[config.mk]
export PLATFORM = sky130hd
export DESIGN_NAME = pnpc_regs
export DESIGN_NICKNAME = d
export VERILOG_FILES = /design/src/logic/pnpc_pkg.sv /design/src/logic/pnpc_regs.sv
export SDC_FILE = /design/constraint.sdc
export NUM_CORES = 1
export LEC_CHECK = 0
export BUFFER_PORTS_ARGS = -buffer_cell sky130_fd_sc_hd__buf_4
export CORE_MARGIN = 2
export CORE_UTILIZATION = 37
export DETAILED_ROUTE_END_ITERATION = 7
export PLACE_DENSITY = 0.64
export SYNTH_ARGS = -nofsm -noshare
export SYNTH_HDL_FRONTEND = slang
export SYNTH_SLANG_ARGS = --single-unit
[constraint.sdc]
create_clock -name clock -period 2.9 [get_ports clock]
set_input_delay 0.29 -clock clock [delete_from_list [all_inputs] [get_ports clock]]
set_output_delay 0.29 -clock clock [all_outputs]
set_load 0.05 [all_outputs]
[src/logic/pnpc_pkg.sv]
// package: offsets, field positions and reset values of the partner page and port configuration registers
package pnpc_pkg;
  localparam logic [4:0] PNPC_ADDR_PARTNER_PAGE = 5'h08;
  localparam logic [4:0] PNPC_ADDR_PORT_CONFIG = 5'h10;
  localparam logic [4:0] PNPC_ADDR_PAGE_STATUS = 5'h11;
  localparam int PNPC_BIT_MORE_PAGES = 15;
  localparam int PNPC_BIT_ACK = 14;
  localparam int PNPC_BIT_MSG_PAGE = 13;
  localparam int PNPC_BIT_SECOND_ACKNOWLEDGE = 12;
  localparam int PNPC_BIT_TOGGLE = 11;
  localparam int PNPC_BIT_FORCE_LINK = 14;
  localparam int PNPC_BIT_TX_DISABLE = 13;
  localparam int PNPC_BIT_BYP_SCRAMBLE = 12;
  localparam int PNPC_BIT_BYP_4B5B = 11;
  localparam int PNPC_BIT_JABBER_DIS = 10;
  localparam int PNPC_BIT_HEARTBEAT = 9;
  localparam int PNPC_BIT_LOOPBACK_DIS = 8;
  localparam int PNPC_BIT_CRS_EXTEND = 7;
  localparam int PNPC_BIT_PREAMBLE = 5;
  localparam int PNPC_BIT_SERIAL10 = 3;
  localparam int PNPC_BIT_FAR_FAULT = 2;
  localparam int PNPC_BIT_ALT_NP = 1;
  localparam int PNPC_BIT_FIBER = 0;
  localparam logic [15:0] PNPC_PAGE_RESET = 16'h0000;
  // bit 7 and far-end fault set; fiber bit comes from the strap
  localparam logic [15:0] PNPC_CONFIG_RESET = 16'h0084;
  // bits 15, 6 and 4 are reserved and hold no state
  localparam logic [15:0] PNPC_CONFIG_WMASK = 16'h7faf;
  // strap counter value at which the second synchroniser flop already holds the pin level
  localparam logic [1:0] PNPC_STRAP_SETTLE = 2'h2;

  typedef struct packed {
    logic force_link;
    logic tx_disable;
    logic bypass_scramble;
    logic bypass_4b5b;
    logic jabber_disable;
    logic heartbeat_test;
    logic loopback_disable;
    logic crs_extend;
    logic preamble_pass;
    logic serial_10m;
    logic far_fault_enable;
    logic alt_next_page;
    logic fiber_mode;
  } pnpc_ctrl_t;
endpackage : pnpc_pkg

[src/logic/pnpc_regs.sv]
// partner next-page image and port configuration registers with plain register port
`timescale 1ns/1ps
`default_nettype none
// Overview of operation
// - bit 8.15 shows partner has more next pages; resets zero.
// - bit 8.14 shows partner acknowledged our code word.
// - bit 8.12 shows partner second acknowledge: can comply with message.
// - bit 8.11 shows partner toggle flag.
// - bits 8.10:0 hold partner message or unformatted code; reset zero.
// - bit 16.14 forces link pass; resets zero.
// - bit 16.13 disables twisted-pair transmitter; resets zero.
// - bit 16.12 bypasses scrambler and descrambler at 100 Mbit.
// - bit 16.11 bypasses 4B/5B coding at 100 Mbit.
// - bit 16.9 enables heartbeat test at 10 Mbit; resets zero.
// - bit 16.8 suppresses 10 Mbit half-duplex loopback.
// - bit 16.7 extends carrier sense to receive-valid end; resets one.
// - bit 16.5 selects receive-valid at carrier sense with preamble.
// - bit 16.3 selects serial 10 Mbit receive data on line zero.
// - bit 16.1 enables alternate next-page behaviour; resets zero.
// - bit 16.0 selects fiber mode, else twisted pair.
// - bit 16.0 loads from media-select pin at hardware reset.
// - a new partner next page loads register 8 and flags reception.
module pnpc_regs
  import pnpc_pkg::*;
(
  input wire logic clock,
  input wire logic nrst,
  input wire logic [4:0] reg_addr,
  input wire logic [15:0] reg_wdata,
  input wire logic reg_write,
  input wire logic reg_read,
  output logic [15:0] reg_rdata,
  input wire logic media_select_pin,
  input wire logic page_rx_strobe,
  input wire logic [15:0] page_rx_word,
  output pnpc_ctrl_t ctrl,
  output logic page_received
);
  logic rst_meta_reg;
  logic rst_sync_reg;
  logic strap_meta_reg;
  logic strap_sync_reg;
  logic strap_taken_reg;
  logic [15:0] page_reg;
  logic [15:0] config_reg;
  logic page_flag_reg;
  logic [15:0] rdata_next;

  always_ff @(posedge clock or negedge nrst) begin
    if (!nrst) begin
      rst_meta_reg <= 1'b0;
      rst_sync_reg <= 1'b0;
    end else begin
      rst_meta_reg <= 1'b1;
      rst_sync_reg <= rst_meta_reg;
    end
  end

  // the strap is an outside pin, so it crosses two flops before use
  always_ff @(posedge clock or negedge rst_sync_reg) begin
    if (!rst_sync_reg) begin
      strap_meta_reg <= 1'b0;
      strap_sync_reg <= 1'b0;
    end else begin
      strap_meta_reg <= media_select_pin;
      strap_sync_reg <= strap_meta_reg;
    end
  end

  // strap is caught three edges after release; one edge earlier the second flop still holds its reset zero
  logic [1:0] strap_wait_reg;
  always_ff @(posedge clock or negedge rst_sync_reg) begin
    if (!rst_sync_reg) begin
      strap_wait_reg <= 2'h0;
      strap_taken_reg <= 1'b0;
    end else begin
      if (strap_wait_reg != PNPC_STRAP_SETTLE) begin
        strap_wait_reg <= strap_wait_reg + 2'h1;
      end
      if (strap_wait_reg == PNPC_STRAP_SETTLE) begin
        strap_taken_reg <= 1'b1;
      end
    end
  end

  // partner page image: only the page engine writes it, reads never touch it
  always_ff @(posedge clock or negedge rst_sync_reg) begin
    if (!rst_sync_reg) begin
      page_reg <= PNPC_PAGE_RESET;
    end else if (page_rx_strobe) begin
      page_reg <= page_rx_word;
    end
  end

  // reception flag clears on read of the status word; a new page in that cycle wins
  always_ff @(posedge clock or negedge rst_sync_reg) begin
    if (!rst_sync_reg) begin
      page_flag_reg <= 1'b0;
    end else if (page_rx_strobe) begin
      page_flag_reg <= 1'b1;
    end else if (reg_read && reg_addr == PNPC_ADDR_PAGE_STATUS) begin
      page_flag_reg <= 1'b0;
    end
  end

  always_ff @(posedge clock or negedge rst_sync_reg) begin
    if (!rst_sync_reg) begin
      config_reg <= PNPC_CONFIG_RESET;
    end else begin
      if (reg_write && reg_addr == PNPC_ADDR_PORT_CONFIG) begin
        config_reg <= reg_wdata & PNPC_CONFIG_WMASK;
      end else if (strap_wait_reg == PNPC_STRAP_SETTLE && !strap_taken_reg) begin
        config_reg[PNPC_BIT_FIBER] <= strap_sync_reg;
      end
    end
  end

  always_comb begin
    rdata_next = 16'h0000;
    if (reg_addr == PNPC_ADDR_PARTNER_PAGE) begin
      rdata_next = page_reg;
    end else if (reg_addr == PNPC_ADDR_PORT_CONFIG) begin
      rdata_next = config_reg & PNPC_CONFIG_WMASK;
    end else if (reg_addr == PNPC_ADDR_PAGE_STATUS) begin
      rdata_next = {15'h0000, page_flag_reg};
    end
  end

  always_ff @(posedge clock or negedge rst_sync_reg) begin
    if (!rst_sync_reg) begin
      reg_rdata <= 16'h0000;
    end else if (reg_read) begin
      reg_rdata <= rdata_next;
    end else begin
      reg_rdata <= 16'h0000;
    end
  end

  // control outputs are flopped copies so they stand straight on flip-flops
  always_ff @(posedge clock or negedge rst_sync_reg) begin
    if (!rst_sync_reg) begin
      ctrl <= '0;
      page_received <= 1'b0;
    end else begin
      ctrl.force_link <= config_reg[PNPC_BIT_FORCE_LINK];
      ctrl.tx_disable <= config_reg[PNPC_BIT_TX_DISABLE];
      ctrl.bypass_scramble <= config_reg[PNPC_BIT_BYP_SCRAMBLE];
      ctrl.bypass_4b5b <= config_reg[PNPC_BIT_BYP_4B5B];
      ctrl.jabber_disable <= config_reg[PNPC_BIT_JABBER_DIS];
      ctrl.heartbeat_test <= config_reg[PNPC_BIT_HEARTBEAT];
      ctrl.loopback_disable <= config_reg[PNPC_BIT_LOOPBACK_DIS];
      ctrl.crs_extend <= config_reg[PNPC_BIT_CRS_EXTEND];
      ctrl.preamble_pass <= config_reg[PNPC_BIT_PREAMBLE];
      ctrl.serial_10m <= config_reg[PNPC_BIT_SERIAL10];
      ctrl.far_fault_enable <= config_reg[PNPC_BIT_FAR_FAULT];
      ctrl.alt_next_page <= config_reg[PNPC_BIT_ALT_NP];
      ctrl.fiber_mode <= config_reg[PNPC_BIT_FIBER];
      page_received <= page_flag_reg;
    end
  end

  property p_page_load;
    @(posedge clock) disable iff (!rst_sync_reg)
    page_rx_strobe |=> page_reg == $past(page_rx_word);
  endproperty
  a_page_load: assert property (p_page_load) else $error("page word not loaded");

  property p_page_hold;
    @(posedge clock) disable iff (!rst_sync_reg)
    (!page_rx_strobe && reg_read) |=> $stable(page_reg);
  endproperty
  a_page_hold: assert property (p_page_hold) else $error("page word changed by read");

  property p_page_read;
    @(posedge clock) disable iff (!rst_sync_reg)
    (reg_read && reg_addr == PNPC_ADDR_PARTNER_PAGE) |=> reg_rdata == $past(page_reg);
  endproperty
  a_page_read: assert property (p_page_read) else $error("page read data wrong");

  property p_force_link;
    @(posedge clock) disable iff (!rst_sync_reg)
    (reg_write && reg_addr == PNPC_ADDR_PORT_CONFIG)
      |=> ##1 ctrl.force_link == $past(reg_wdata[PNPC_BIT_FORCE_LINK], 2);
  endproperty
  a_force_link: assert property (p_force_link) else $error("force link not applied");

  property p_tx_disable;
    @(posedge clock) disable iff (!rst_sync_reg)
    (reg_write && reg_addr == PNPC_ADDR_PORT_CONFIG)
      |=> ##1 ctrl.tx_disable == $past(reg_wdata[PNPC_BIT_TX_DISABLE], 2);
  endproperty
  a_tx_disable: assert property (p_tx_disable) else $error("transmit disable not applied");

  property p_reserved_zero;
    @(posedge clock) disable iff (!rst_sync_reg)
    (reg_read && reg_addr == PNPC_ADDR_PORT_CONFIG) |=> (reg_rdata & ~PNPC_CONFIG_WMASK) == 16'h0000;
  endproperty
  a_reserved_zero: assert property (p_reserved_zero) else $error("reserved bits read nonzero");

  property p_page_flag;
    @(posedge clock) disable iff (!rst_sync_reg)
    page_rx_strobe |=> ##1 page_received;
  endproperty
  a_page_flag: assert property (p_page_flag) else $error("page reception not flagged");

  property p_strap;
    @(posedge clock) disable iff (!rst_sync_reg)
    (strap_wait_reg == PNPC_STRAP_SETTLE && !strap_taken_reg && !(reg_write && reg_addr == PNPC_ADDR_PORT_CONFIG))
      |=> config_reg[PNPC_BIT_FIBER] == $past(strap_sync_reg);
  endproperty
  a_strap: assert property (p_strap) else $error("fiber bit not loaded from strap");

  property p_fiber_out;
    @(posedge clock) disable iff (!rst_sync_reg)
    ##1 ctrl.fiber_mode == $past(config_reg[PNPC_BIT_FIBER]);
  endproperty
  a_fiber_out: assert property (p_fiber_out) else $error("fiber mode output wrong");

  property p_bypass_scramble;
    @(posedge clock) disable iff (!rst_sync_reg)
    (reg_write && reg_addr == PNPC_ADDR_PORT_CONFIG)
      |=> ##1 ctrl.bypass_scramble == $past(reg_wdata[PNPC_BIT_BYP_SCRAMBLE], 2);
  endproperty
  a_bypass_scramble: assert property (p_bypass_scramble) else $error("scrambler bypass not applied");

  property p_bypass_4b5b;
    @(posedge clock) disable iff (!rst_sync_reg)
    (reg_write && reg_addr == PNPC_ADDR_PORT_CONFIG)
      |=> ##1 ctrl.bypass_4b5b == $past(reg_wdata[PNPC_BIT_BYP_4B5B], 2);
  endproperty
  a_bypass_4b5b: assert property (p_bypass_4b5b) else $error("coder bypass not applied");

  property p_jabber;
    @(posedge clock) disable iff (!rst_sync_reg)
    (reg_write && reg_addr == PNPC_ADDR_PORT_CONFIG)
      |=> ##1 ctrl.jabber_disable == $past(reg_wdata[PNPC_BIT_JABBER_DIS], 2);
  endproperty
  a_jabber: assert property (p_jabber) else $error("jabber disable not applied");

  property p_heartbeat;
    @(posedge clock) disable iff (!rst_sync_reg)
    (reg_write && reg_addr == PNPC_ADDR_PORT_CONFIG)
      |=> ##1 ctrl.heartbeat_test == $past(reg_wdata[PNPC_BIT_HEARTBEAT], 2);
  endproperty
  a_heartbeat: assert property (p_heartbeat) else $error("heartbeat enable not applied");

  property p_loopback;
    @(posedge clock) disable iff (!rst_sync_reg)
    (reg_write && reg_addr == PNPC_ADDR_PORT_CONFIG)
      |=> ##1 ctrl.loopback_disable == $past(reg_wdata[PNPC_BIT_LOOPBACK_DIS], 2);
  endproperty
  a_loopback: assert property (p_loopback) else $error("loopback disable not applied");

  property p_crs_extend;
    @(posedge clock) disable iff (!rst_sync_reg)
    (reg_write && reg_addr == PNPC_ADDR_PORT_CONFIG)
      |=> ##1 ctrl.crs_extend == $past(reg_wdata[PNPC_BIT_CRS_EXTEND], 2);
  endproperty
  a_crs_extend: assert property (p_crs_extend) else $error("carrier extend not applied");

  property p_preamble;
    @(posedge clock) disable iff (!rst_sync_reg)
    (reg_write && reg_addr == PNPC_ADDR_PORT_CONFIG)
      |=> ##1 ctrl.preamble_pass == $past(reg_wdata[PNPC_BIT_PREAMBLE], 2);
  endproperty
  a_preamble: assert property (p_preamble) else $error("preamble pass not applied");

  property p_serial;
    @(posedge clock) disable iff (!rst_sync_reg)
    (reg_write && reg_addr == PNPC_ADDR_PORT_CONFIG)
      |=> ##1 ctrl.serial_10m == $past(reg_wdata[PNPC_BIT_SERIAL10], 2);
  endproperty
  a_serial: assert property (p_serial) else $error("serial mode not applied");

  property p_far_fault;
    @(posedge clock) disable iff (!rst_sync_reg)
    (reg_write && reg_addr == PNPC_ADDR_PORT_CONFIG)
      |=> ##1 ctrl.far_fault_enable == $past(reg_wdata[PNPC_BIT_FAR_FAULT], 2);
  endproperty
  a_far_fault: assert property (p_far_fault) else $error("far fault enable not applied");

  property p_alt_np;
    @(posedge clock) disable iff (!rst_sync_reg)
    (reg_write && reg_addr == PNPC_ADDR_PORT_CONFIG)
      |=> ##1 ctrl.alt_next_page == $past(reg_wdata[PNPC_BIT_ALT_NP], 2);
  endproperty
  a_alt_np: assert property (p_alt_np) else $error("alternate next page not applied");

  property p_fiber_write;
    @(posedge clock) disable iff (!rst_sync_reg)
    (reg_write && reg_addr == PNPC_ADDR_PORT_CONFIG)
      |=> ##1 ctrl.fiber_mode == $past(reg_wdata[PNPC_BIT_FIBER], 2);
  endproperty
  a_fiber_write: assert property (p_fiber_write) else $error("fiber select not applied");

  property p_more_pages;
    @(posedge clock) disable iff (!rst_sync_reg)
    page_rx_strobe |=> page_reg[PNPC_BIT_MORE_PAGES] == $past(page_rx_word[PNPC_BIT_MORE_PAGES]);
  endproperty
  a_more_pages: assert property (p_more_pages) else $error("more pages flag not loaded");

  property p_ack;
    @(posedge clock) disable iff (!rst_sync_reg)
    page_rx_strobe |=> page_reg[PNPC_BIT_ACK] == $past(page_rx_word[PNPC_BIT_ACK]);
  endproperty
  a_ack: assert property (p_ack) else $error("acknowledge flag not loaded");

  property p_second_acknowledge;
    @(posedge clock) disable iff (!rst_sync_reg)
    page_rx_strobe |=> page_reg[PNPC_BIT_SECOND_ACKNOWLEDGE] == $past(page_rx_word[PNPC_BIT_SECOND_ACKNOWLEDGE]);
  endproperty
  a_second_acknowledge: assert property (p_second_acknowledge) else $error("second acknowledge not loaded");

  property p_toggle;
    @(posedge clock) disable iff (!rst_sync_reg)
    page_rx_strobe |=> page_reg[PNPC_BIT_TOGGLE] == $past(page_rx_word[PNPC_BIT_TOGGLE]);
  endproperty
  a_toggle: assert property (p_toggle) else $error("toggle flag not loaded");

  property p_code_field;
    @(posedge clock) disable iff (!rst_sync_reg)
    page_rx_strobe |=> page_reg[PNPC_BIT_TOGGLE-1:0] == $past(page_rx_word[PNPC_BIT_TOGGLE-1:0]);
  endproperty
  a_code_field: assert property (p_code_field) else $error("code field not loaded");

  property p_page_ro;
    @(posedge clock) disable iff (!rst_sync_reg)
    (reg_write && reg_addr == PNPC_ADDR_PARTNER_PAGE && !page_rx_strobe) |=> $stable(page_reg);
  endproperty
  a_page_ro: assert property (p_page_ro) else $error("page word changed by write");

  property p_flag_set;
    @(posedge clock) disable iff (!rst_sync_reg)
    page_rx_strobe |=> page_flag_reg;
  endproperty
  a_flag_set: assert property (p_flag_set) else $error("page flag not set");

  property p_flag_clear;
    @(posedge clock) disable iff (!rst_sync_reg)
    (reg_read && reg_addr == PNPC_ADDR_PAGE_STATUS && !page_rx_strobe) |=> !page_flag_reg;
  endproperty
  a_flag_clear: assert property (p_flag_clear) else $error("page flag not cleared by read");

  property p_status_read;
    @(posedge clock) disable iff (!rst_sync_reg)
    (reg_read && reg_addr == PNPC_ADDR_PAGE_STATUS) |=> reg_rdata == {15'h0000, $past(page_flag_reg)};
  endproperty
  a_status_read: assert property (p_status_read) else $error("status read data wrong");

  property p_received_copy;
    @(posedge clock) disable iff (!rst_sync_reg)
    ##1 page_received == $past(page_flag_reg);
  endproperty
  a_received_copy: assert property (p_received_copy) else $error("page received output wrong");

  property p_fiber_hold;
    @(posedge clock) disable iff (!rst_sync_reg)
    (strap_taken_reg && !(reg_write && reg_addr == PNPC_ADDR_PORT_CONFIG))
      |=> $stable(config_reg[PNPC_BIT_FIBER]);
  endproperty
  a_fiber_hold: assert property (p_fiber_hold) else $error("fiber bit changed after strap");

  property p_strap_once;
    @(posedge clock) disable iff (!rst_sync_reg)
    strap_taken_reg |=> strap_taken_reg;
  endproperty
  a_strap_once: assert property (p_strap_once) else $error("strap capture repeated");

  property p_strap_settle;
    @(posedge clock) disable iff (!rst_sync_reg)
    (strap_wait_reg == PNPC_STRAP_SETTLE && !strap_taken_reg) |=> strap_taken_reg;
  endproperty
  a_strap_settle: assert property (p_strap_settle) else $error("strap never captured");

  property p_rdata_idle;
    @(posedge clock) disable iff (!rst_sync_reg)
    !reg_read |=> reg_rdata == 16'h0000;
  endproperty
  a_rdata_idle: assert property (p_rdata_idle) else $error("read data not zero outside read");

  property p_config_read;
    @(posedge clock) disable iff (!rst_sync_reg)
    (reg_read && reg_addr == PNPC_ADDR_PORT_CONFIG) |=> reg_rdata == $past(config_reg);
  endproperty
  a_config_read: assert property (p_config_read) else $error("config read data wrong");
endmodule : pnpc_regs
`default_nettype wire

==> run summary, run 1 <==
DRC errors left -> 0
Critical path type -> flop to flop
Max Slew Vio Count -> 0
Core area -> 6241 um2
All-Layer GR Usage -> 0.1439
Crit path buf inv count -> 1
Maxcap violations -> 0
Worst r2r path cells -> 5
Top cells by area, synth -> dfrtp_1 69%, mux2_2 14%, a22o_2 5.1%
Routed wire length -> 4.578 mm
XOR/XNOR Fraction of Synth Area -> 0.003723
Relative slew slack -> 0.6184
Non-Filler Instances -> 301
R2r setup slk -> 1.34 ns
Final Cycle Share -> 0.5389
Final GP Congestion -> 0.6903
Synthesized cell area -> 2352 um2
CTS resizes -> 0
Final setup vio count -> 0
Pwr Density -> 736.2 nW/um2
Mapped Avg Cell Area -> 16.80 um2
Initial core utilization -> 0.3769
Synth Area in Adders -> 0.005319
CP max-delay cell -> dfrtp_1
VDD IR max -> 0.4743 mV
PortBufs -> 69
Hold endpoint -> strap_meta_reg$_DFF_PN0_
Die Span Y -> 83.74 um
Nets -> 263
Clock buffer depth -> 2
Register area share after synthesis -> 0.7138
Worst r2r dst -> config_reg[0]$_DFFE_PN0P_
Clock-pin slew on the worst setup and hold paths -> 0.07 ns
Routed WL per cell -> 15.21 um
Slew @ Worst Pin -> 0.5724 ns
Min cycle time layout -> 1.563 ns
Area leader, netlist -> dfrtp_1
Top cells by count, synth -> 65 x dfrtp_1, 30 x mux2_2, 12 x a22o_2, 3 x and2_2
Startpoint Class -> flop
CTS tree -> yes
Cell Chain, Critical Path -> inv_1 -> ha_1 -> nor2b_1 -> mux2_2 -> mux2_2
Slowest stage delay, CP -> 0.40 ns
Yosys reg bits -> 67
Count leader, synth -> dfrtp_1
Final ANT Viol Nets -> 0
Post-Syn Nets -> 184
Top_reg_cell synth -> dfrtp_1
Via density -> 4.704
Die footprint -> 7012 um2
Compound-Gate Fraction of Synth Area -> 0.06383
Initial DRT Pass Iterations -> 4
Share of cells above drive strength 1 -> 0.6205
CTS sink cnt -> 67
Worst path most repeated cell -> mux2_2
Antenna violations before repair -> 0
Post-synth EDFFs -> 0
First-pass GRT wire length -> 7.500 mm
Setup Total Neg Slack -> 0 ns
Rows -> 29
WP data arrival -> 1.78 ns
Final hold vios -> 0
Crit. End Element -> flop
Cells after DPL -> 284
Clk root buf -> clkbuf_8
Async SR Flop Fraction -> 1.000
R2R Path Start -> strap_wait_reg[0]$_DFFE_PN0P_
Vias in the first global route -> 1516
Multiplexer share of the synthesized area -> 0.1436
LEAKAGE -> 1.565 nW
Area Growth Syn to Fin -> 36.97%
Hold Path Depth -> 1
RSZ-0062 raised after global routing -> false
Yosys cell types -> 28
Hold Path Class -> input pin to flop
Via count -> 1416
Hold_sp -> media_select_pin
Main combinational cell family by area after synthesis -> multiplexers
Mapped Cells -> 140
CP delay by family, top -> multiplexers
Clock latency on the worst-skew pair -> 0.33 ns
Top-area cell type share of the netlist area -> 0.6915
CTS Buf Count -> 9
Crit-path max FO -> 5
Achievable clock frequency -> 0.6399 GHz
Clock Skew -> 0.006201 ns
Total gr overflow -> 0
1st-iter DRT viols -> 54
Die width -> 83.74 um
Ant. Diodes -> 0
H-tree lvl count -> 3
Io pins -> 73
Simple-gate area share of the yosys netlist -> 0.05479
Post-DP HPWL -> 3.007 mm
Warnings from Yosys -> 0
Largest net degree at the start of global routing -> 47
Outcome -> completed
Required @ worst endpoint -> 3.11 ns
layer usage:
layer  wire (um)  track usage  up-vias  share of wire
met4          75      0.09238        0          0.016
met5           0            0        -              0
met2        2125       0.2095       48           0.46
met1        2030       0.1810      707           0.44
li1            -            -      654              -
met3         346      0.05242        7          0.076
report_power, final:
group	internal [mW]	switching (mW)
combinational	0.136	0.197
sequential	1.04	0.0525
clock	0.596	0.354
area by class of cell:
type                       instances  area (um2)
fill                             555        3019
sequential                        67        1680
multi-input combinational         67       641.9
timing repair buffer              73       550.5
clock buffer                      10       137.6
clock inverter                     6       111.4
tap                               77       96.34
inverter                           1       3.754
timing repair:
item,CTS,global route
hold buffers,1,0
hold endpoints to repair,2,0
setup buffers,0,0
worst max path at each step:
stage,startpoint,slack (ns),depth (start not counted),to
after floorplan,rst_sync_reg$_DFF_PN0_,0.90,0,config_reg[0]$_DFFE_PN0P_
after global placement,reg_addr[2],1.16,4,reg_rdata[10]$_DFF_PN0_
after detailed placement,reg_addr[2],1.20,4,reg_rdata[8]$_DFF_PN0_
after CTS,strap_wait_reg[0]$_DFFE_PN0P_,1.33,5,config_reg[0]$_DFFE_PN0P_
after global routing,strap_wait_reg[0]$_DFFE_PN0P_,1.24,5,config_reg[0]$_DFFE_PN0P_
final,strap_wait_reg[0]$_DFFE_PN0P_,1.34,5,config_reg[0]$_DFFE_PN0P_
per-stage QoR:
stage	power (mW)	util	instance area, um2	hold slack, ns	setup slack (ns)
after CTS	2.405	0.5162	3222	0.03628	1.327
final	2.372	0.5162	3222	0.05942	1.337
after detailed placement	1.446	0.4747	2963	0.07307	1.201
after global placement	1.440	0.4747	2963	0.07239	1.160
after floorplan	1.309	-	2352	-0.005591	0.8997
after global routing	2.474	0.5162	3222	0.04242	1.241
cell usage in the layout (no fill, tap or decap), drive strengths merged, types with 2 or more instances in the layout:
cell	instances
dfrtp	65
a22o	12
buf	72
dfstp	2
nor2	2
bufinv	3
inv	2
mux2	30
clkbuf	10
o21ai	2
and2	3
nor3b	3
nand3	2
kinds of logic (layout without fill, tap and decap cells):
kind of cell,after synthesis,after routing
AO/OA/AOI/OAI,17,17
XOR/XNOR,1,1
adder cells (fa/ha/maj),1,1
buffers and inverters,6,90
flip-flops,67,67
multiplexers,30,30
other,1,1
AND/OR/NAND/NOR,17,17
No activity file was read; power rests on OpenSTA's default activity.
==> run 2, diff against run 1 <==
Settings changed: ABC_AREA set to 1.
Clock period 2.9 ns to 1.52 ns, I/O delays scaled along.
==> run 2 against run 1 <==
- core utilization is 0.058 points lower
- critical path depth is 2 lower
- sequential share of layout area is 0.54 points lower
- wire length is 7.5% higher
- critical path type unchanged
- highest routed layer unchanged
==> run summary, run 2 <==
Crit-path max FO -> 6 (+1)
Max Slew Vio Count -> 0 (unchanged)
CTS tree -> yes
Maxcap violations -> 0 (unchanged)
Via density -> 4.333 (-7.9%)
Via count -> 1742 (+23%)
Top cells by count, synth -> 121 x nand2_1, 65 x dfrtp_1, 13 x inv_1, 6 x nor2_1, 5 x o21ai_0
Area Growth Syn to Fin -> 34.82%
Nets -> 364 (+38%)
Die footprint -> 7189 um2 (+2.5%)
First-pass GRT wire length -> 8.321 mm (+11%)
Die width -> 84.79 um (+1.3%)
Net Sw Frac -> 0.2804 (+0.02594)
Met2 wire len -> 2.445 mm (+15%)
VDD IR max -> 0.6978 mV (+47%)
CTS Hold Bufs -> 4 (+3)
Met1 Wirelength -> 2.203 mm (+8.5%)
Internal Power -> 2.939 mW (+66%)
Io pins -> 73 (unchanged)
Clk root buf -> clkbuf_8
Clock Skew -> 0.01394 ns (+0.007738 ns)
Final hold vios -> 0 (unchanged)
WP data arrival -> 1.32 ns (-0.46 ns)
Routed wire length -> 4.921 mm (+7.5%)
Crit. End Element -> flop
Cell Chain, Critical Path -> inv_1 -> ha_1 -> or2_2
Startpoint Class -> flop
CTS sink cnt -> 67 (unchanged)
Top_reg_cell synth -> dfrtp_1
Min cycle time layout -> 1.105 ns (-0.4575 ns)
Core area -> 6314 um2 (+1.2%)
CP max-delay cell -> dfrtp_1
CTS Buf Count -> 9 (unchanged)
Combinational share of power -> 0.155 (+0.015)
RSZ-0062 raised after global routing -> false
Outcome -> completed
Final ANT Viol Nets -> 0 (unchanged)
PortBufs -> 69 (unchanged)
Count leader, synth -> nand2_1
Warnings from Yosys -> 0 (unchanged)
Setup Total Neg Slack -> 0 ns (unchanged)
Rows -> 29 (unchanged)
Required @ worst endpoint -> 1.73 ns (-1.38 ns)
Commonest non-fill, non-tap cells in the layout -> 121 x nand2_1, 72 x buf_4, 64 x dfrtp_1
Pwr Density -> 1254 nW/um2 (+70%)
Initial DRT Pass Iterations -> 4 (unchanged)
Slowest stage delay, CP -> 0.37 ns (-0.03 ns)
H-tree lvl count -> 3 (unchanged)
Top cells by area, synth -> dfrtp_1 67%, nand2_1 19%, dfstp_2 2.2%
Total gr overflow -> 0 (unchanged)
Final GP Congestion -> 0.7676 (+11%)
Ant. Diodes -> 0 (unchanged)
LEAKAGE -> 1.797 nW (+15%)
Die Span Y -> 84.79 um (+1.3%)
Mapped Cells -> 239 (+71%)
1st-iter DRT viols -> 79 (+46%)
Clock network power share -> 0.342 (-0.059)
Top sig layer -> met4
Top-area cell type share of the netlist area -> 0.6736 (-0.01791)
Share of cells above drive strength 1 -> 0.3046 (-0.3159)
Layout fillers -> 601 (+8.3%)
Vias in the first global route -> 1675 (+10%)
Util after Layout -> 0.5157 (-0.0005830)
Critical path type -> flop to flop
Clock-pin slew on the worst setup and hold paths -> 0.08 ns (about the same)
Final setup vio count -> 0 (unchanged)
Routed WL per cell -> 12.24 um (-20%)
Commonest non-fill, non-tap cell in the layout -> nand2_1
Psw -> 1.145 mW (+90%)
Sequential power share -> 0.503 (+0.044)
Final Cycle Share -> 0.7271 (+0.1882)
DRC errors left -> 0 (unchanged)
All-Layer GR Usage -> 0.1538 (+0.009851)
Post-Syn Nets -> 283 (+54%)
Initial core utilization -> 0.3825 (+0.005577)
Post-synth EDFFs -> 0 (unchanged)
Largest net degree at the start of global routing -> 66 (+40%)
Mapped Avg Cell Area -> 10.10 um2 (-40%)
Post-CTS setup buffer count -> 0 (unchanged)
Hold Path Class -> input pin to flop
Yosys cell types -> 23 (-18%)
Register area share after synthesis -> 0.6953 (-0.01849)
Clock buffer depth -> 2 (unchanged)
Async SR Flop Fraction -> 1.000 (unchanged)
Antenna violations before repair -> 0 (unchanged)
Synthesized cell area -> 2415 um2 (+2.7%)
Post-DP HPWL -> 3.308 mm (+10%)
Yosys reg bits -> 67 (unchanged)
Metal3 WL -> 213 um (-38%)
CTS resizes -> 0 (unchanged)
Achievable clock frequency -> 0.9048 GHz (+41%)
Area leader, netlist -> dfrtp_1
Clock latency on the worst-skew pair -> 0.33 ns (about the same)
[run 2: cell count changes after synthesis, sizes merged, moves of 2 or more]
cell	delta
nand3b	+2
nand4	+3
nor3	+2
o21ai	+3
a22o	-12
nor3b	-3
mux2	-30
inv	+14
and2	-3
nor2	+7
nand2	+120
[run 2: area by class of cell]
type / count / area [um2] / area share
Sequential cell: 67 / 1680 / 0.5161
Timing Repair Buffer: 77 / 600.6 / 0.1845
Tap cell: 77 / 96.34 / 0.02959
Inverter: 15 / 56.30 / 0.01729
Multi-Input combinational cell: 150 / 636.9 / 0.1956
Clock buffer: 11 / 131.4 / 0.04035
Clock inverter: 5 / 53.80 / 0.01653
[run 2: logic make-up (layout without fill, tap and decap cells)]
logic type	Yosys count	count (layout)	synth area share
AOI/OAI and AO/OA	6	6	0.01243
xor gates and xnor gates	1	1	0.003628
adders and majority gates	1	1	0.005181
buffers and inverters	22	108	0.04093
DFF	67	67	0.6953
other	1	1	0.001553
and+or+nand+nor	141	141	0.2409
[run 2: final timing paths]
path / from / to / slack, ns / cells past startpoint
max in group asynchronous: rst_sync_reg$_DFF_PN0_ / config_reg[2]$_DFFE_PN1P_ / 0.93 / 1
min in group asynchronous: nrst / rst_sync_reg$_DFF_PN0_ / 0.12 / 2
worst min-delay path: reg_wdata[3] / config_reg[3]$_DFFE_PN0P_ / 0.01 / 3
worst max-delay path: strap_wait_reg[0]$_DFFE_PN0P_ / strap_taken_reg$_DFFE_PN0N_ / 0.41 / 3
worst max register to register: strap_wait_reg[0]$_DFFE_PN0P_ / strap_taken_reg$_DFFE_PN0N_ / 0.41 / 3
worst min register to register: rst_sync_reg$_DFF_PN0_ / config_reg[3]$_DFFE_PN0P_ / 0.28 / 1
[run 2: worst max-delay path, delay by kind of cell, from the launching register on]
| kind | cells | cell delay (ns) |
|---|---|---|
| AND/OR/NAND/NOR | 1 | 0.31 |
| adder cells (fa/ha/maj) | 1 | 0.26 |
| flip-flops | 1 | 0.37 |
| buffers and inverters | 1 | 0.05 |
[run 2: power groups by stage]
stage          combinational, mW  sequential, mW  clock [mW]
6_report                   0.632            2.06        1.40
4_1_cts                    0.644            2.06        1.43
5_1_grt                    0.685            2.08        1.53
3_5_place_dp               0.635            2.09           0
3_3_place_gp               0.625            2.09           0
2_1_floorplan              0.123            2.34           0
[run 2: routing by layer]
layer / global-route usage / vias to the layer above
met5: 0 / -
met3: 0.04425 / 6
met2: 0.2384 / 43
li1: - / 886
met1: 0.2035 / 807
met4: 0.06494 / 0
[run 2: stage by stage]
stage	setup slack [ns]	hold WS (ns)	instances	power [mW]	instance area (um2)
after floorplan	0.3758	-0.1436	239	2.460	2416
after global placement	0.2851	-0.06520	382	2.711	3030
after detailed placement	0.2646	-0.06332	382	2.723	3030
after CTS	0.4064	0.0005895	402	4.130	3256
after global routing	0.3005	0.001302	402	4.291	3256
final	0.4148	0.01047	402	4.084	3256
==> run 3, diff against run 2 <==
Settings changed: PLACE_DENSITY 0.64 to 0.66.
Clock period 1.52 ns to 0.9 ns, I/O delays scaled along.
==> run 3 against run 2 <==
- the run now ends with negative setup slack left
- core utilization up 8.2 points
- flip-flop and latch count unchanged
- combinational power up 100%
- setup slack worse by 0.49 ns
- hold slack better by 0.045 ns
- clock skew down 0.0084 ns
- non-clock buffer count up 39
- sequential power up 70%
- maximum frequency up 13%
- first-iteration DRC count down 37%
- highest routed layer unchanged
==> run summary, run 3 (same netlist as run 2, synthesis figures left out) <==
Outcome -> finished, violations left
Violated checks -> negative setup slack
Achievable clock frequency -> 1.025 GHz (+13%)
Initial core utilization -> 0.3825 (unchanged)
Vias in the first global route -> 2059 (+23%)
Via count -> 1917 (+10%)
Via density -> 4.347 (+0.31%)
Rows -> 29 (unchanged)
Clock network power share -> 0.305 (-0.037)
Clock buffer depth -> 2 (unchanged)
Overall Power -> 6.882 mW (+69%)
CTS sink cnt -> 67 (unchanged)
CP delay by family, top -> flip-flops
Largest net degree at the start of global routing -> 31 (-53%)
Antenna violations before repair -> 0 (unchanged)
Pwr Density -> 1823 nW/um2 (+45%)
Startpoint Class -> flop
Die width -> 84.79 um (unchanged)
Ant. Diodes -> 0 (unchanged)
Routed wire length -> 5.419 mm (+10%)
R2r setup slk -> -0.08 ns (-0.49 ns)
1st-iter DRT viols -> 50 (-37%)
Final GP Congestion -> 0.8218 (+7.1%)
Crit path buf inv count -> 0 (-1)
Commonest non-fill, non-tap cells in the layout -> 121 x nand2_1, 64 x dfrtp_1, 51 x buf_4
Routed WL per cell -> 12.29 um (+0.38%)
Hold Path Depth -> 5 (+2)
All-Layer GR Usage -> 0.1745 (+0.02075)
Total gr overflow -> 0 (unchanged)
Die Span Y -> 84.79 um (unchanged)
Post-DP HPWL -> 3.597 mm (+8.7%)
Combinational share of power -> 0.185 (+0.030)
Hold Path Class -> input pin to flop
Clock latency on the worst-skew pair -> 0.33 ns (about the same)
Final ANT Viol Nets -> 0 (unchanged)
H-tree lvl count -> 3 (unchanged)
Hold_sp -> reg_read
First-pass GRT wire length -> 9.570 mm (+15%)
Critical path type -> flop to flop
Clock Skew -> 0.005578 ns (-0.008361 ns)
VDD IR max -> 1.254 mV (+80%)
DRC errors left -> 0 (unchanged)
Final setup vio count -> 33 (+33)
Worst Setup SP -> strap_wait_reg[1]$_DFFE_PN0P_
Die footprint -> 7189 um2 (unchanged)
Clk root buf -> clkbuf_8
CP max-delay cell -> dfrtp_1
Maxcap violations -> 0 (unchanged)
Max Slew Vio Count -> 0 (unchanged)
Required @ worst endpoint -> 1.12 ns (-0.61 ns)
Area Growth Syn to Fin -> 56.37%
CTS Buf Count -> 9 (unchanged)
Crit-path max FO -> 5 (-1)
Post-route cell area -> 3776 um2 (+16%)
Share of cells above drive strength 1 -> 0.3077 (+0.003077)
Setup ws final -> -0.07578 ns (-0.4905 ns)
Final Cycle Share -> 1.084 (+0.3571)
Cell Chain, Critical Path -> ha_4 -> a21oi_2 -> nand3b_1 -> nand2_1
CP Depth -> 4 (+1)
Crit. End Element -> flop
PortBufs -> 69 (unchanged)
Dpl cell area -> 3146 um2 (+3.8%)
RSZ-0062 raised after global routing -> true
Core area -> 6314 um2 (unchanged)
Final hold vios -> 0 (unchanged)
Io pins -> 73 (unchanged)
Nets -> 403 (+11%)
CTS tree -> yes
Net Sw Frac -> 0.2794 (-0.0009713)
Worst r2r path cells -> 4 (+1)
Sequential power share -> 0.510 (+0.007)
Psw -> 1.923 mW (+68%)
WP data arrival -> 1.19 ns (-0.13 ns)
Internal Power -> 4.959 mW (+69%)
Initial DRT Pass Iterations -> 4 (unchanged)
Commonest non-fill, non-tap cell in the layout -> nand2_1
Clock-pin slew on the worst setup and hold paths -> 0.07 ns (about the same)
R2R Path Start -> strap_wait_reg[1]$_DFFE_PN0P_
LEAKAGE -> 1.999 nW (+11%)
Slowest stage delay, CP -> 0.41 ns (+0.04 ns)
Min cycle time layout -> 0.9758 ns (-0.1295 ns)
## run 3: stage by stage
step | hold slack (ns) | setup TNS [ns] | instances | worst slack, ns | utilization
global placement | -0.1263 | -3.065 | 393 | -0.1521 | 0.4982
finish | 0.05502 | -1.524 | 441 | -0.07578 | 0.5981
detailed placement | -0.1264 | -4.474 | 393 | -0.2012 | 0.4982
global route | 0.06612 | -2.758 | 441 | -0.1337 | 0.5981
floorplan | -0.2056 | -0.06826 | 239 | -0.04824 | -
CTS | 0.04536 | -2.035 | 441 | -0.08277 | 0.5957
## run 3: worst min-delay path, cell delays in order
cell and delay, ns:
buf_4 0.09, nand2_1 0.05, inv_1 0.04, nand2_1 0.04, inv_1 0.04
## run 3: routing by layer
metal,share of wire,GRT usage,wire [um],vias up
li1,-,-,-,966
met1,0.43,0.2070,2307,886
met2,0.51,0.2971,2746,54
met3,0.042,0.04031,228,11
met4,0.025,0.08802,138,0
met5,0,0,0,-
## run 3: final cells by class
cell class / count / area (um2)
tap: 77 / 96.34
sequential: 67 / 1683
clock buffer: 16 / 160.2
inverter: 15 / 56.30
multi-input combinational: 150 / 678.2
timing repair buffer: 116 / 1102
fill: 550 / 2537
## run 3: repair_timing
item | 4_1_cts | 5_1_grt
endpoints found under the hold margin | 32 | 0
setup buffers | 1 | 0
hold buffers | 31 | 0
pin swaps | 1 | 0
endpoints found under the setup margin | 34 | 34
resized for setup | 36 | 2
## run 3: worst paths after layout
kind	end
setup / recovery	config_reg[0]$_DFFE_PN0P_
hold / removal	reg_rdata[0]$_DFF_PN0_
setup reg to reg	config_reg[0]$_DFFE_PN0P_
hold reg to reg	config_reg[12]$_DFFE_PN0P_
max in group asynchronous	config_reg[2]$_DFFE_PN1P_
min in group asynchronous	rst_meta_reg$_DFF_PN0_
## run 3: power groups by stage
stage | Clock [mW] | Combinational, mW | Sequential [mW]
detailed placement | 0 | 1.10 | 3.54
CTS | 2.17 | 1.29 | 3.51
global placement | 0 | 1.09 | 3.53
floorplan | 0 | 0.207 | 3.95
finish | 2.10 | 1.27 | 3.51
global route | 2.30 | 1.38 | 3.55
